<file path="src/rtl/dcw_pkg.sv">
// Constants shared by the digital I/O control and watchdog block
package dcw_pkg;
  localparam logic [7:0]  DCW_OFS_IRQ      = 8'h40;
  localparam logic [7:0]  DCW_OFS_DATA     = 8'h44;
  localparam logic [7:0]  DCW_OFS_CTRL     = 8'h48;
  localparam logic [7:0]  DCW_OFS_WDT      = 8'h4C;
  localparam int          DCW_PINS         = 16;
  localparam int          DCW_GROUPS       = 9;
  localparam int          DCW_GRP_LSB      = 8;
  localparam int          DCW_GRP0_BIT     = 0;
  localparam int          DCW_TRIG_EN      = 16;
  localparam int          DCW_TRIG_EDGE    = 17;
  localparam int          DCW_START_EN     = 18;
  localparam int          DCW_START_EDGE   = 19;
  localparam int          DCW_LDAC_EN      = 20;
  localparam int          DCW_LDAC_EDGE    = 21;
  localparam int          DCW_EXT_EN       = 22;
  localparam int          DCW_EXT_EDGE     = 23;
  localparam int          DCW_WDT_EN       = 24;
  localparam int          DCW_PIN_WDT      = 11;
  localparam int          DCW_PIN_LDAC     = 12;
  localparam int          DCW_PIN_EXT      = 13;
  localparam int          DCW_PIN_START    = 14;
  localparam int          DCW_PIN_TRIG     = 15;
  localparam int          DCW_ST_TRIG      = 16;
  localparam int          DCW_ST_START     = 17;
  localparam int          DCW_ST_LDAC      = 22;
  localparam int          DCW_ST_EXT       = 23;
  localparam int          DCW_ST_WDG       = 31;
  localparam int          DCW_IE_TRIG      = 0;
  localparam int          DCW_IE_START     = 1;
  localparam int          DCW_IE_LDAC      = 6;
  localparam int          DCW_IE_EXT       = 7;
  localparam logic [31:0] DCW_CTRL_MASK    = 32'h01FF_FF01;
  localparam logic [7:0]  DCW_IE_MASK      = 8'hC3;
  localparam logic [31:0] DCW_RESET_WORD   = 32'h0000_0000;
endpackage

</file>
<file path="src/rtl/dcw_top.sv">
// Digital I/O direction, secondary functions and board watchdog
//
// Overview of operation
// Watchdog status enable forces pin 11 output
// External interrupt edge watched on pin 13
// DAC load edge on pin 12 updates DACs
// Converter start edge on pin 14
// Converter trigger edge on pin 15
// Edge select: set rising, clear falling
// Group direction bit set makes outputs
// Watchdog times out after written tick count
// Timeout resets board as at power-on
// Pin 11 held output low through reset
// Timeout flag latched, survives board reset
// Zero timeout value disables the watchdog
// Host uses only full 32-bit accesses
// Data register drives output group levels
// Status write-one-clears, enables written directly
// Group 0 pins 0-7, groups 1-8 single pins
// Nonzero timeout write reloads the countdown
`timescale 1ns/1ps
`default_nettype none
module dcw_top
#(
  parameter int PINS   = dcw_pkg::DCW_PINS,
  parameter int GROUPS = dcw_pkg::DCW_GROUPS
)
(
  input  wire logic        mclk,
  input  wire logic        rst,
  input  wire logic        reg_wr,
  input  wire logic        reg_rd,
  input  wire logic [7:0]  reg_addr,
  input  wire logic [31:0] reg_wdata,
  output logic      [31:0] reg_rdata,
  output logic             reg_rvalid,
  input  wire logic        adc_tick,
  input  wire logic [15:0] dio_in,
  output logic      [15:0] dio_out,
  output logic      [15:0] dio_oe,
  output logic             dac_load,
  output logic             converter_start,
  output logic             converter_trigger,
  output logic             irq_request,
  output logic             board_reset
);
  import dcw_pkg::*;

  if (PINS != DCW_PINS || GROUPS != DCW_GROUPS)
  begin
    $error("dcw_top serves only 16 pins in 9 groups");
  end

  typedef struct packed
  {
    logic [15:0] sync1;
    logic [15:0] sync2;
    logic [31:0] ctrl;
    logic [31:0] wdt_load;
    logic [31:0] wdt_count;
    logic [15:0] dout;
    logic [7:0]  irq_en;
    logic        st_ext;
    logic        st_ldac;
    logic        st_start;
    logic        st_trig;
    logic        wdg_flag;
    logic        wdt_hold;
    logic        wdt_fire;
    logic [31:0] rdata;
    logic        rvalid;
  } dcw_state_t;

  dcw_state_t  st;
  dcw_state_t  next_st;
  logic [15:0] dir_mask;
  logic        ev_ext;
  logic        ev_ldac;
  logic        ev_start;
  logic        ev_trig;
  logic        edge_rst;

  // Direction expansion: group 0 spans a byte, the rest one pin each
  assign dir_mask = {st.ctrl[DCW_GRP_LSB +: 8], {8{st.ctrl[DCW_GRP0_BIT]}}};
  // Edge logic is cleared by the watchdog too, so no stale edge survives
  assign edge_rst = rst | st.wdt_fire;

  dcw_edge u_ext
  (
    .mclk       (mclk),
    .rst        (edge_rst),
    .level      (st.sync2[DCW_PIN_EXT]),
    .enable     (st.ctrl[DCW_EXT_EN]),
    .rising_sel (st.ctrl[DCW_EXT_EDGE]),
    .pulse      (ev_ext)
  );

  dcw_edge u_ldac
  (
    .mclk       (mclk),
    .rst        (edge_rst),
    .level      (st.sync2[DCW_PIN_LDAC]),
    .enable     (st.ctrl[DCW_LDAC_EN]),
    .rising_sel (st.ctrl[DCW_LDAC_EDGE]),
    .pulse      (ev_ldac)
  );

  dcw_edge u_start
  (
    .mclk       (mclk),
    .rst        (edge_rst),
    .level      (st.sync2[DCW_PIN_START]),
    .enable     (st.ctrl[DCW_START_EN]),
    .rising_sel (st.ctrl[DCW_START_EDGE]),
    .pulse      (ev_start)
  );

  dcw_edge u_trig
  (
    .mclk       (mclk),
    .rst        (edge_rst),
    .level      (st.sync2[DCW_PIN_TRIG]),
    .enable     (st.ctrl[DCW_TRIG_EN]),
    .rising_sel (st.ctrl[DCW_TRIG_EDGE]),
    .pulse      (ev_trig)
  );

  always_comb
  begin
    next_st = st;
    next_st.sync1 = dio_in;
    next_st.sync2 = st.sync1;
    next_st.wdt_fire = 1'b0;
    next_st.rvalid = 1'b0;

    if (st.wdt_load != 32'h0000_0000 && adc_tick && !st.wdt_fire)
    begin
      if (st.wdt_count <= 32'h0000_0001)
        next_st.wdt_fire = 1'b1;
      else
        next_st.wdt_count = st.wdt_count - 32'h0000_0001;
    end

    // Whole words only; no byte lanes exist to decode
    if (reg_wr)
    begin
      unique case (reg_addr)
        DCW_OFS_CTRL: next_st.ctrl = reg_wdata & DCW_CTRL_MASK;
        DCW_OFS_WDT:
        begin
          next_st.wdt_load = reg_wdata;
          next_st.wdt_count = reg_wdata;
          next_st.wdt_fire = 1'b0;
        end
        DCW_OFS_DATA: next_st.dout = reg_wdata[15:0];
        DCW_OFS_IRQ:
        begin
          next_st.irq_en = reg_wdata[7:0] & DCW_IE_MASK;
          if (reg_wdata[DCW_ST_EXT])   next_st.st_ext = 1'b0;
          if (reg_wdata[DCW_ST_LDAC])  next_st.st_ldac = 1'b0;
          if (reg_wdata[DCW_ST_START]) next_st.st_start = 1'b0;
          if (reg_wdata[DCW_ST_TRIG])  next_st.st_trig = 1'b0;
          if (reg_wdata[DCW_ST_WDG])
          begin
            next_st.wdg_flag = 1'b0;
            next_st.wdt_hold = 1'b0;
          end
        end
        default: ;
      endcase
    end

    // Events after clears so a coincident edge is kept
    if (ev_ext)   next_st.st_ext = 1'b1;
    if (ev_ldac)  next_st.st_ldac = 1'b1;
    if (ev_start) next_st.st_start = 1'b1;
    if (ev_trig)  next_st.st_trig = 1'b1;

    if (st.wdt_fire)
    begin
      next_st.ctrl = DCW_RESET_WORD;
      next_st.wdt_load = DCW_RESET_WORD;
      next_st.wdt_count = DCW_RESET_WORD;
      next_st.dout = 16'h0000;
      next_st.irq_en = 8'h00;
      next_st.st_ext = 1'b0;
      next_st.st_ldac = 1'b0;
      next_st.st_start = 1'b0;
      next_st.st_trig = 1'b0;
      next_st.wdg_flag = 1'b1;
      next_st.wdt_hold = st.wdt_hold | st.ctrl[DCW_WDT_EN];
    end

    if (reg_rd)
    begin
      next_st.rvalid = 1'b1;
      unique case (reg_addr)
        DCW_OFS_CTRL: next_st.rdata = st.ctrl;
        DCW_OFS_WDT:  next_st.rdata = st.wdt_load;
        DCW_OFS_DATA: next_st.rdata = {16'h0000, (st.dout & dir_mask) | (st.sync2 & ~dir_mask)};
        DCW_OFS_IRQ:  next_st.rdata = {st.wdg_flag, 7'h00, st.st_ext, st.st_ldac, 4'h0,
                                       st.st_start, st.st_trig, 8'h00, st.irq_en};
        default:      next_st.rdata = 32'h0000_0000;
      endcase
    end
  end

  always_ff @(posedge mclk)
  begin
    if (rst)
      st <= '0;
    else
      st <= next_st;
  end

  always_comb
  begin
    dio_oe = dir_mask;
    dio_out = st.dout;
    // Pin 11 reads high while armed, low once the dog has barked
    if (st.ctrl[DCW_WDT_EN] || st.wdt_hold)
    begin
      dio_oe[DCW_PIN_WDT] = 1'b1;
      dio_out[DCW_PIN_WDT] = ~st.wdt_hold;
    end
  end

  assign reg_rdata = st.rdata;
  assign reg_rvalid = st.rvalid;
  assign dac_load = ev_ldac;
  assign converter_start = ev_start;
  assign converter_trigger = ev_trig;
  assign board_reset = st.wdt_fire;
  assign irq_request = (st.st_ext & st.irq_en[DCW_IE_EXT]) | (st.st_ldac & st.irq_en[DCW_IE_LDAC])
                     | (st.st_start & st.irq_en[DCW_IE_START]) | (st.st_trig & st.irq_en[DCW_IE_TRIG]);

  property p_wdt_off;
    @(posedge mclk) disable iff (rst) (st.wdt_load == 32'h0000_0000) |=> !board_reset;
  endproperty
  a_wdt_off: assert property (p_wdt_off) else $error("watchdog fired while disabled");

  property p_wdt_expire;
    @(posedge mclk) disable iff (rst)
      (st.wdt_load != 32'h0000_0000 && st.wdt_count == 32'h0000_0001 && adc_tick && !reg_wr && !st.wdt_fire)
      |=> board_reset;
  endproperty
  a_wdt_expire: assert property (p_wdt_expire) else $error("watchdog did not time out");

  property p_wdt_reload;
    @(posedge mclk) disable iff (rst)
      (reg_wr && reg_addr == DCW_OFS_WDT && reg_wdata > 32'h0000_0001 && !st.wdt_fire) |=> !board_reset ##1 !board_reset;
  endproperty
  a_wdt_reload: assert property (p_wdt_reload) else $error("reload did not restart countdown");

  property p_board_clear;
    @(posedge mclk) disable iff (rst)
      board_reset |=> (st.ctrl == 32'h0000_0000 && st.wdt_load == 32'h0000_0000 && st.wdg_flag);
  endproperty
  a_board_clear: assert property (p_board_clear) else $error("board reset incomplete");
  property p_flag_latch;
    @(posedge mclk) disable iff (rst) $rose(board_reset) |=> st.wdg_flag ##1
      (st.wdg_flag || $past(reg_wr && reg_addr == DCW_OFS_IRQ && reg_wdata[DCW_ST_WDG]));
  endproperty
  a_flag_latch: assert property (p_flag_latch) else $error("watchdog flag lost");
  property p_pin_hold;
    @(posedge mclk) disable iff (rst)
      (board_reset && st.ctrl[DCW_WDT_EN]) |=> (dio_oe[DCW_PIN_WDT] && !dio_out[DCW_PIN_WDT]);
  endproperty
  a_pin_hold: assert property (p_pin_hold) else $error("status pin not driven low");

  property p_wdt_pin;
    @(posedge mclk) disable iff (rst) st.ctrl[DCW_WDT_EN] |-> dio_oe[DCW_PIN_WDT];
  endproperty
  a_wdt_pin: assert property (p_wdt_pin) else $error("status pin not an output");
  property p_group0;
    @(posedge mclk) disable iff (rst) (reg_wr && reg_addr == DCW_OFS_CTRL && !st.wdt_fire)
      |=> (dio_oe[7:0] == {8{$past(reg_wdata[DCW_GRP0_BIT])}});
  endproperty
  a_group0: assert property (p_group0) else $error("group 0 direction wrong");

  property p_data_out;
    @(posedge mclk) disable iff (rst) (reg_wr && reg_addr == DCW_OFS_DATA && !st.wdt_fire)
      |=> (dio_out[7:0] == $past(reg_wdata[7:0]));
  endproperty
  a_data_out: assert property (p_data_out) else $error("output level not written");

  property p_ldac_irq;
    @(posedge mclk) disable iff (rst) (ev_ldac && !st.wdt_fire) |=> st.st_ldac;
  endproperty
  a_ldac_irq: assert property (p_ldac_irq) else $error("load event not latched");

  property p_w1c;
    @(posedge mclk) disable iff (rst)
      (reg_wr && reg_addr == DCW_OFS_IRQ && reg_wdata[DCW_ST_EXT] && !ev_ext) |=> !st.st_ext;
  endproperty
  a_w1c: assert property (p_w1c) else $error("status bit not cleared");
endmodule
`default_nettype wire

</file>
<file path="src/rtl/dcw_edge.sv">
// Selectable edge detector for one digital input secondary function
`timescale 1ns/1ps
`default_nettype none
module dcw_edge
(
  input  wire logic mclk,
  input  wire logic rst,
  input  wire logic level,
  input  wire logic enable,
  input  wire logic rising_sel,
  output logic      pulse
);
  typedef struct packed
  {
    logic prev;
    logic pulse;
  } dcw_edge_state_t;

  dcw_edge_state_t st;
  dcw_edge_state_t next_st;

  always_comb
  begin
    next_st = st;
    next_st.prev = level;
    // Set selects rising, clear selects falling
    next_st.pulse = enable & (rising_sel ? (level & ~st.prev) : (~level & st.prev));
  end

  always_ff @(posedge mclk)
  begin
    if (rst)
      st <= '0;
    else
      st <= next_st;
  end

  assign pulse = st.pulse;
endmodule
`default_nettype wire

</file>
<file path="config.mk">
export PLATFORM = sky130hd
export DESIGN_NAME = dcw_top
export DESIGN_NICKNAME = d
export VERILOG_FILES = /design/src/rtl/dcw_pkg.sv /design/src/rtl/dcw_top.sv /design/src/rtl/dcw_edge.sv
export SDC_FILE = /design/constraint.sdc
export NUM_CORES = 1
export LEC_CHECK = 0
export ABC_CLOCK_PERIOD_IN_PS = 2600
export BUFFER_PORTS_ARGS = -buffer_cell sky130_fd_sc_hd__buf_2
export CAP_MARGIN = 20
export CELL_PAD_IN_SITES_DETAIL_PLACEMENT = 0
export CELL_PAD_IN_SITES_GLOBAL_PLACEMENT = 2
export CORE_MARGIN = 10
export CORE_UTILIZATION = 34
export CTS_CLUSTER_DIAMETER = 50
export DETAILED_ROUTE_END_ITERATION = 10
export MAX_ROUTING_LAYER = met4
export PLACE_DENSITY_LB_ADDON = 0.25
export SYNTH_ARGS = -nofsm -noshare
export SYNTH_HDL_FRONTEND = slang
export SYNTH_SLANG_ARGS = --single-unit
</file>
<file path="constraint.sdc">
create_clock -name mclk -period 2.6 [get_ports mclk]
set_input_delay 0.52 -clock mclk [delete_from_list [all_inputs] [get_ports mclk]]
set_output_delay 0.52 -clock mclk [all_outputs]
set_load 0.05 [all_outputs]
</file>
======== Word-level counts from Yosys, hierarchy flattened ========
Cells that the tools add are included.
Widths: inputs -> output; s select.
storage, ports and cells
  bits in registers ....................... 182
  bits of input ports ..................... 61
  output and inout port bits .............. 70
  word-level logic and storage cells ...... 121
operators by class
  add/sub/neg operators ................... 1
  magnitude comparators ................... 1
  equality and inequality tests ........... 4
  mux-type cells .......................... 27
  bitwise logic cells ..................... 34
  reductions and logical operators ........ 30
operators by type and width
  cell                   number
  $pmux 32 s4            1
  $mux 32                3
  $mux 63                1
  $and 16x16->16         2
  $eq 8x7->1 const B     4
  $le 32x1->1 const B    1
  $reduce_bool 32->1     1
  $sub 32x1->32 const B  1
  $reduce_bool 2->1      15
  $mux 1                 18
  $and 1x1->1            16
  $mux 16                1
  $not 16->16            1
  $or 16x16->16          1
  $reduce_and 3->1       5
  $mux 14                1
  $not 1->1              9
  $reduce_and 2->1       4
  $or 1x1->1             5
  $mux 2                 2
  $logic_and 1x1->1      2
  $reduce_or 2->1        1
  $logic_not 1->1        1
  $logic_or 1x1->1       1

======== Depth between registers and ports, before layout ========
Gate-level depths: netlist (run 1).
  depth after elaboration ................. 7
  mapped depth ............................ 8
  depth with buffers taken out ............ 7

======== Hierarchy ========
Synthesis (run 1) repeated with hierarchy kept, for this count alone.
unflattened totals
  cells, all modules ...................... 923
  area, all modules ....................... 7971.4 µm²
modules (own cells, without submodules)
  module    instances  cells an instance  area an instance (µm²)  sequential area each (µm²)
  dcw_top   1          895                7676.1                  3483.3
  dcw_edge  4          7                  73.8                    40.0

======== Worst setup path after synthesis (run 1) ========
Ideal clock, no wire load.
  kind .................................... input port to flip-flop
  start point ............................. in reg_addr[5]
  end point ............................... reg st[145] in the netlist's numbering
  library setup time ...................... 0.128 ns
  arrival ................................. 2.321 ns
  required time ........................... 2.472 ns
  path slack .............................. 0.152 ns
  cell stages on the path ................. 7
  path buffers ............................ 2
  cells stage by stage .................... or4b_2 -> nor3_2 -> nand3_1 -> buf_2 -> buf_1 -> mux2i_1 -> nor2_1
between the ends
  cells in the longest elaborated chain, start to end .. 2
RTL lines
  item                        RTL line        text
  start, declared             dcw_top.sv:33   input wire logic [7:0] reg_addr,
  $eq 8x7->1                  dcw_top.sv:147  unique case (reg_addr)
  $reduce_and 2->1 (no line)  -
  end signal, assigned        dcw_top.sv:213  st <= next_st;
  end, declared               dcw_top.sv:74   dcw_state_t st;
No other way between the ends.
A chain may end at the register's enable or synchronous reset.

======== Worst setup path in the final report (run 1) ========
  start point ............................. reg st[74] in the netlist's numbering
  end point ............................... reg st[92] in the netlist's numbering
between the ends
  cells in the longest elaborated chain, start to end .. 5
  elaborated cells between the ends (all ways) .. 6
  classes of those cells .................. 1 x add/sub; 1 x order compare; 4 x mux
RTL lines
  item                                                 RTL line                        text
  $sub 32x1->32 / $le 32x1->1 (equally long branches)  dcw_top.sv:141, dcw_top.sv:138
  $mux 32 (*)                                          dcw_top.sv:138                  if (st.wdt_count <= 32'h0000_0001)
  $mux 32 (*)                                          dcw_top.sv:136                  if (st.wdt_load != 32'h0000_0000 && adc_tick && !st.wdt_fire)
  $mux 32                                              dcw_top.sv:147
  $mux 63 (*)                                          dcw_top.sv:145                  if (reg_wr)
Every way passes the cells marked *; elsewhere a longest branch is shown, timed or not. The select of a mux whose other input is x is not followed.

==> metrics.yaml, run 1 <==
status: "completed"
reg2reg_depth: 7
min_period_ns: 2.461
endpoint_kind: "flip-flop"
synthFlopType: "dfxtp_1"
core_um2: 23400
first_global_vias: 6506
hpwlAfterDp_mm: 18.60
grt_pass1_wl_mm: 39.06
syn_area_per_cell_um2: 8.660
cts_root_buffer: "clkbuf_16"
power.total_mw: 5.758
hold_end: "next_st[174]$_SDFF_PP0_"
synth_nets: 992
ios: 131
r2r_end: "st[92]$_SDFF_PP0_"
relSlewSlack_pct: 43.80
drc: 0
area_growth_pct: 16.92
r2r_slack_ns: 0.14
synth_common_cells: "182 x dfxtp_1, 108 x nor2_1, 104 x nand2_1"
cap_violations: 0
synth-seq-cells: 182
ys_async_sr_fraction_pct: 0
drtPass1Iterations: 5
n_antenna_cell: 0
crit_path_start_kind: "flip-flop"
final_antenna_net_count: 0
grt_max_degree: 69
row_count: 56
timing.rr.start: "st[74]$_SDFF_PP0_"
portBuffers: 130
grt-ovfl-total: 0
h-tree-depth: 4
leakagePower_nw: 3.930
cp_max_fo: 5
initial_core_util_pct: 34.38
gp_congestion: 0.8525
clk_latency_ns: 0.44
synth-edff-count: 0
ctsResizeCount: 0
tightestPinTransition_ns: 0.8398
cts_tree: "yes"
syn_inst: 929
arrival_ns: 2.83
yosysSeqAreaShare_pct: 45.29
synth_area_leader_cell: "dfxtp_1"
wire_per_inst_um: 18.49
dr_total_vias: 6511
min_path_type: "input pin to flip-flop"
worstHoldStart: "dio_in[14]"
finalNetCount: 1069
cp.required_ns: 2.97
clock_skew_ns: 0.01050
cts_buffer_depth: 2
yosys_warnings: 0
rsz0062_at_grt: "false"
num-fill-cells: 2488
cts.sinks: 182
ys_types: 60
syn_area_um2: 8045
cts_setup_buffers: 0
hold_viol_final: 0
fin_crit_sh_pct: 94.65
worstSetupPathType: "flip-flop to flip-flop"
antenna_found_initial: 0
grt_usage_pct: 16.80
synth_top_area_share_pct: 45.29
setup-violations-final: 0
cts_hold_buf: 0
cts_made_buffers: 17
path_clk_slew_ns: 0.08
die_y_um: 173.8
layout-drive-gt1-share_pct: 22.87
power_per_cell_area_nw_per_um2: 612.1
die_x_um: 173.8
whs_path_depth: 2
drtIter0Drc: 456
wl_mm: 24.73
ys_top_cells_by_area: "dfxtp_1 45%, mux2i_1 7.1%, buf_4 5.9%"
fmax_mhz: 406.4
die_area_um2: 30220
yosysMostFrequentCell: "dfxtp_1"
fin_tns_setup_ns: 0
viasPerCell: 4.866
drv_slew: 0
ir_worst_vdd_mv: 0.3838
==> cells by family after synthesis <==
logic type                 Yosys count  share of synthesized area (%)
muxes                               62                          7.792
and+or+nand+nor                    347                          21.07
buffers and inverters              131                          9.487
adders and majority gates            2                         0.3110
DFF                                182                          45.29
xor gates and xnor gates            21                          2.286
AOI/OAI and AO/OA                  184                          13.76
==> placed cells by master (no fill, tap or decap), types with 4 or more instances in the layout <==
cell and count:
nand3_1 12, nor2_1 108, buf_12 7, mux2_2 5
nor4_1 19, dfxtp_1 182, buf_2 130, a211oi_1 6
nand2_1 104, buf_4 37, mux2i_1 57, or2_2 4
a22oi_1 28, clkinv_4 5, o21ai_0 37, or3_1 7
and2_1 5, nor3_1 11, a22o_1 5, o22ai_1 10
nor3b_1 6, inv_1 13, xnor2_1 20, and3_1 8
nor2b_1 33, inv_8 5, clkbuf_16 17, a21oi_1 79
==> worst max path at each step <==
stage                     cells past startpoint                    to  slack (ns)               from
final                                         7     st[92]$_SDFF_PP0_        0.14  st[74]$_SDFF_PP0_
after global routing                          6     st[81]$_SDFF_PP0_       0.009  st[90]$_SDFF_PP0_
after CTS                                     8     st[66]$_SDFF_PP0_        0.11  st[64]$_SDFF_PP0_
after detailed placement                      8     st[73]$_SDFF_PP0_        0.02        reg_addr[5]
after global placement                        7     st[84]$_SDFF_PP0_        0.06        reg_addr[5]
after floorplan                               7  st[145]$_SDFFE_PP0P_        0.15        reg_addr[5]
==> critical path, cell delays in order, from the launching register on <==
cell and delay (ns):
dfxtp_1 0.36, or3_4 0.38, buf_4 0.16, nor4_4 0.21
o211ai_4 0.13, or4_4 0.58, or4_1 0.42, a31oi_1 0.16
==> stage by stage <==
| step | hold WS, ns | setup WS (ns) | cell area, um2 | std cells | util (%) |
|---|---|---|---|---|---|
| 2_1_floorplan | 0.4130 | 0.1517 | 8045 | 929 | - |
| 3_3_place_gp | 0.4206 | 0.05878 | 8817 | 1306 | 37.68 |
| 3_5_place_dp | 0.4204 | 0.02314 | 8817 | 1306 | 37.68 |
| 4_1_cts | 0.2727 | 0.1116 | 9402 | 1338 | 40.17 |
| 5_1_grt | 0.2712 | 0.008722 | 9407 | 1338 | 40.19 |
| 6_report | 0.2857 | 0.1391 | 9407 | 1338 | 40.19 |
==> registers in the layout (all words and copies together), names as in the netlist, 8 cells and up <==
signal and cells:
dio_oe 8, next_st 16, dio_out 15, st 100, reg_rdata 32
==> power breakdown <==
group / switching, mW / internal [mW] / leakage [nW]
Combinational: 0.218 / 0.125 / 2.17
Clock: 1.29 / 1.29 / 0.288
Sequential: 0.0171 / 2.81 / 1.47
==> routing by layer <==
layer | up-vias | global-route usage (%) | part of all wire [%]
li1 | 3307 | - | -
met1 | 3059 | 23.24 | 51
met2 | 133 | 24.93 | 44
met3 | 12 | 3.115 | 3.8
met4 | 0 | 3.634 | 0.75
met5 | - | - | 0
==> layout make-up <==
type                    count  area, um2  share of cell area, %
well taps                 319      399.1                  4.243
flip-flops and latches    182       3643                  38.73
clock buffers              17      425.4                  4.522
multi-input cells         616       3655                  38.85
repair buffers            174       1069                  11.36
clock inverters            15      158.9                  1.689
inverters                  15      56.30                 0.5986
Note: power is estimated with default switching activity, not from simulation.
==> run 2, diff against run 1 <==
--- a/config.mk
+++ b/config.mk
@@ -5,13 +5,13 @@
 export SDC_FILE = /design/constraint.sdc
 export NUM_CORES = 1
 export LEC_CHECK = 0
-export ABC_CLOCK_PERIOD_IN_PS = 2600
+export ABC_CLOCK_PERIOD_IN_PS = 3200
 export BUFFER_PORTS_ARGS = -buffer_cell sky130_fd_sc_hd__buf_2
 export CAP_MARGIN = 20
 export CELL_PAD_IN_SITES_DETAIL_PLACEMENT = 0
 export CELL_PAD_IN_SITES_GLOBAL_PLACEMENT = 2
 export CORE_MARGIN = 10
-export CORE_UTILIZATION = 34
+export CORE_UTILIZATION = 36
 export CTS_CLUSTER_DIAMETER = 50
 export DETAILED_ROUTE_END_ITERATION = 10
 export MAX_ROUTING_LAYER = met4
==> constraint.sdc (replaced) <==
create_clock -name mclk -period 3.2 [get_ports mclk]
set_input_delay 0.64 -clock mclk [delete_from_list [all_inputs] [get_ports mclk]]
set_output_delay 0.64 -clock mclk [all_outputs]
set_load 0.05 [all_outputs]
==> metrics.yaml, run 2 (synthesis results as in run 1) <==
cp.required_ns: 3.54
cts_buffer_depth: 2
largest_reg_flops: 100
hold_viol_final: 0
relSlewSlack_pct: 46.10
endpoint_kind: "flip-flop"
viasPerCell: 5.065
final_common_cell: "dfxtp_1"
whs_path_depth: 2
h-tree-depth: 4
num-fill-cells: 2256
dpl_cell_area_um2: 8556
cts_made_buffers: 17
reg2reg_depth: 7
die_x_um: 169.5
rsz0062_at_grt: "false"
ios: 131
crit_path_start_kind: "flip-flop"
wire_per_inst_um: 19.05
gp_congestion: 0.8105
n_antenna_cell: 0
cts_root_buffer: "clkbuf_16"
drc: 0
grt_max_degree: 55
final_cell_mix: "182 x dfxtp_1, 130 x buf_2, 108 x nor2_1"
cts_setup_buffers: 0
antenna_found_initial: 0
post-place-ws_ns: 0.3342
final_area_um2: 9165
drv_slew: 0
leakagePower_nw: 3.821
fin_crit_sh_pct: 84.30
cts_tree: "yes"
cts_hold_buf: 0
grt_usage_pct: 17.17
tightestPinTransition_ns: 0.8024
ir_worst_vdd_mv: 0.3798
die_area_um2: 28730
area_growth_pct: 13.92
grt_pass1_wl_mm: 38.08
cts.sinks: 182
hpwlAfterDp_mm: 18.07
worstSetupPathType: "flip-flop to flip-flop"
power_per_cell_area_nw_per_um2: 517.2
row_count: 54
cp_max_fo: 10
cap_violations: 0
fin_tns_setup_ns: 0
grt-ovfl-total: 0
arrival_ns: 3.04
finalNetCount: 1049
min_path_type: "input pin to flip-flop"
setup_slack_ns: 0.5023
core_um2: 21890
initial_core_util_pct: 36.75
ctsResizeCount: 0
portBuffers: 130
clk_latency_ns: 0.43
setup-violations-final: 0
largest-register: "st"
drtPass1Iterations: 5
layout-drive-gt1-share_pct: 21.22
min_period_ns: 2.698
wl_mm: 24.36
die_y_um: 169.5
drtIter0Drc: 462
clock_skew_ns: 0.008870
first_global_vias: 6326
status: "completed"
path_clk_slew_ns: 0.07
dr_total_vias: 6478
fmax_mhz: 370.7
final_antenna_net_count: 0
==> run 2: changes by cell type in the layout (fill, tap and decap cells not counted) <==
cell	delta
bufinv_16	+1
clkinv_4	-2
clkbuf_8	+2
inv_8	-2
nor3_1	+1
nor3_2	-1
buf_4	-15
clkinvlp_4	+1
buf_12	-5
==> run 2: power by group <==
part / internal (mW) / switching, mW
clock network: 1.16 / 1.02
logic: 0.0864 / 0.172
registers: 2.29 / 0.0135
==> run 2: path summary, 6_finish.rpt <==
check	slack (ns)	end	start
setup / recovery	0.50	st[66]$_SDFF_PP0_	st[74]$_SDFF_PP0_
hold / removal	0.41	next_st[172]$_SDFF_PP0_	dio_in[12]
setup reg to reg	0.50	st[66]$_SDFF_PP0_	st[74]$_SDFF_PP0_
hold reg to reg	0.44	st[160]$_SDFF_PP0_	next_st[160]$_SDFF_PP0_
==> run 2: routing by layer <==
metal,GRT usage [%],vias up,share of wire [%]
met5,-,-,0
li1,-,3259,-
met3,3.312,17,4.7
met4,4.090,0,1.0
met2,24.46,146,43
met1,24.41,3056,51
==> run 2: worst max-delay path, cell delays in order, from the launching register on <==
cell	delay [ns]
dfxtp_1	0.36
or3_4	0.42
or4_2	0.60
nor4_2	0.40
buf_4	0.25
nor3_1	0.15
xnor2_1	0.18
a211oi_1	0.26
==> run 2: cell type report <==
cell class              count  area, um2  share of cell area, %
flip-flops and latches    182       3643                  39.75
inverters                  15      56.30                 0.6143
multi-input cells         616       3650                  39.82
well taps                 280      350.3                  3.823
clock buffers              19      452.9                  4.942
clock inverters            13      156.4                  1.706
repair buffers            154      855.8                  9.338
==> run 2: stage by stage <==
step	hold slack (ns)	utilization, %	power, mW	instances
floorplan	0.4130	-	2.488	929
detailed placement	0.4212	39.08	2.612	1247
global placement	0.4169	39.08	2.614	1247
finish	0.4118	41.87	4.740	1279
global route	0.4040	41.87	4.901	1279
CTS	0.3935	41.87	4.782	1279
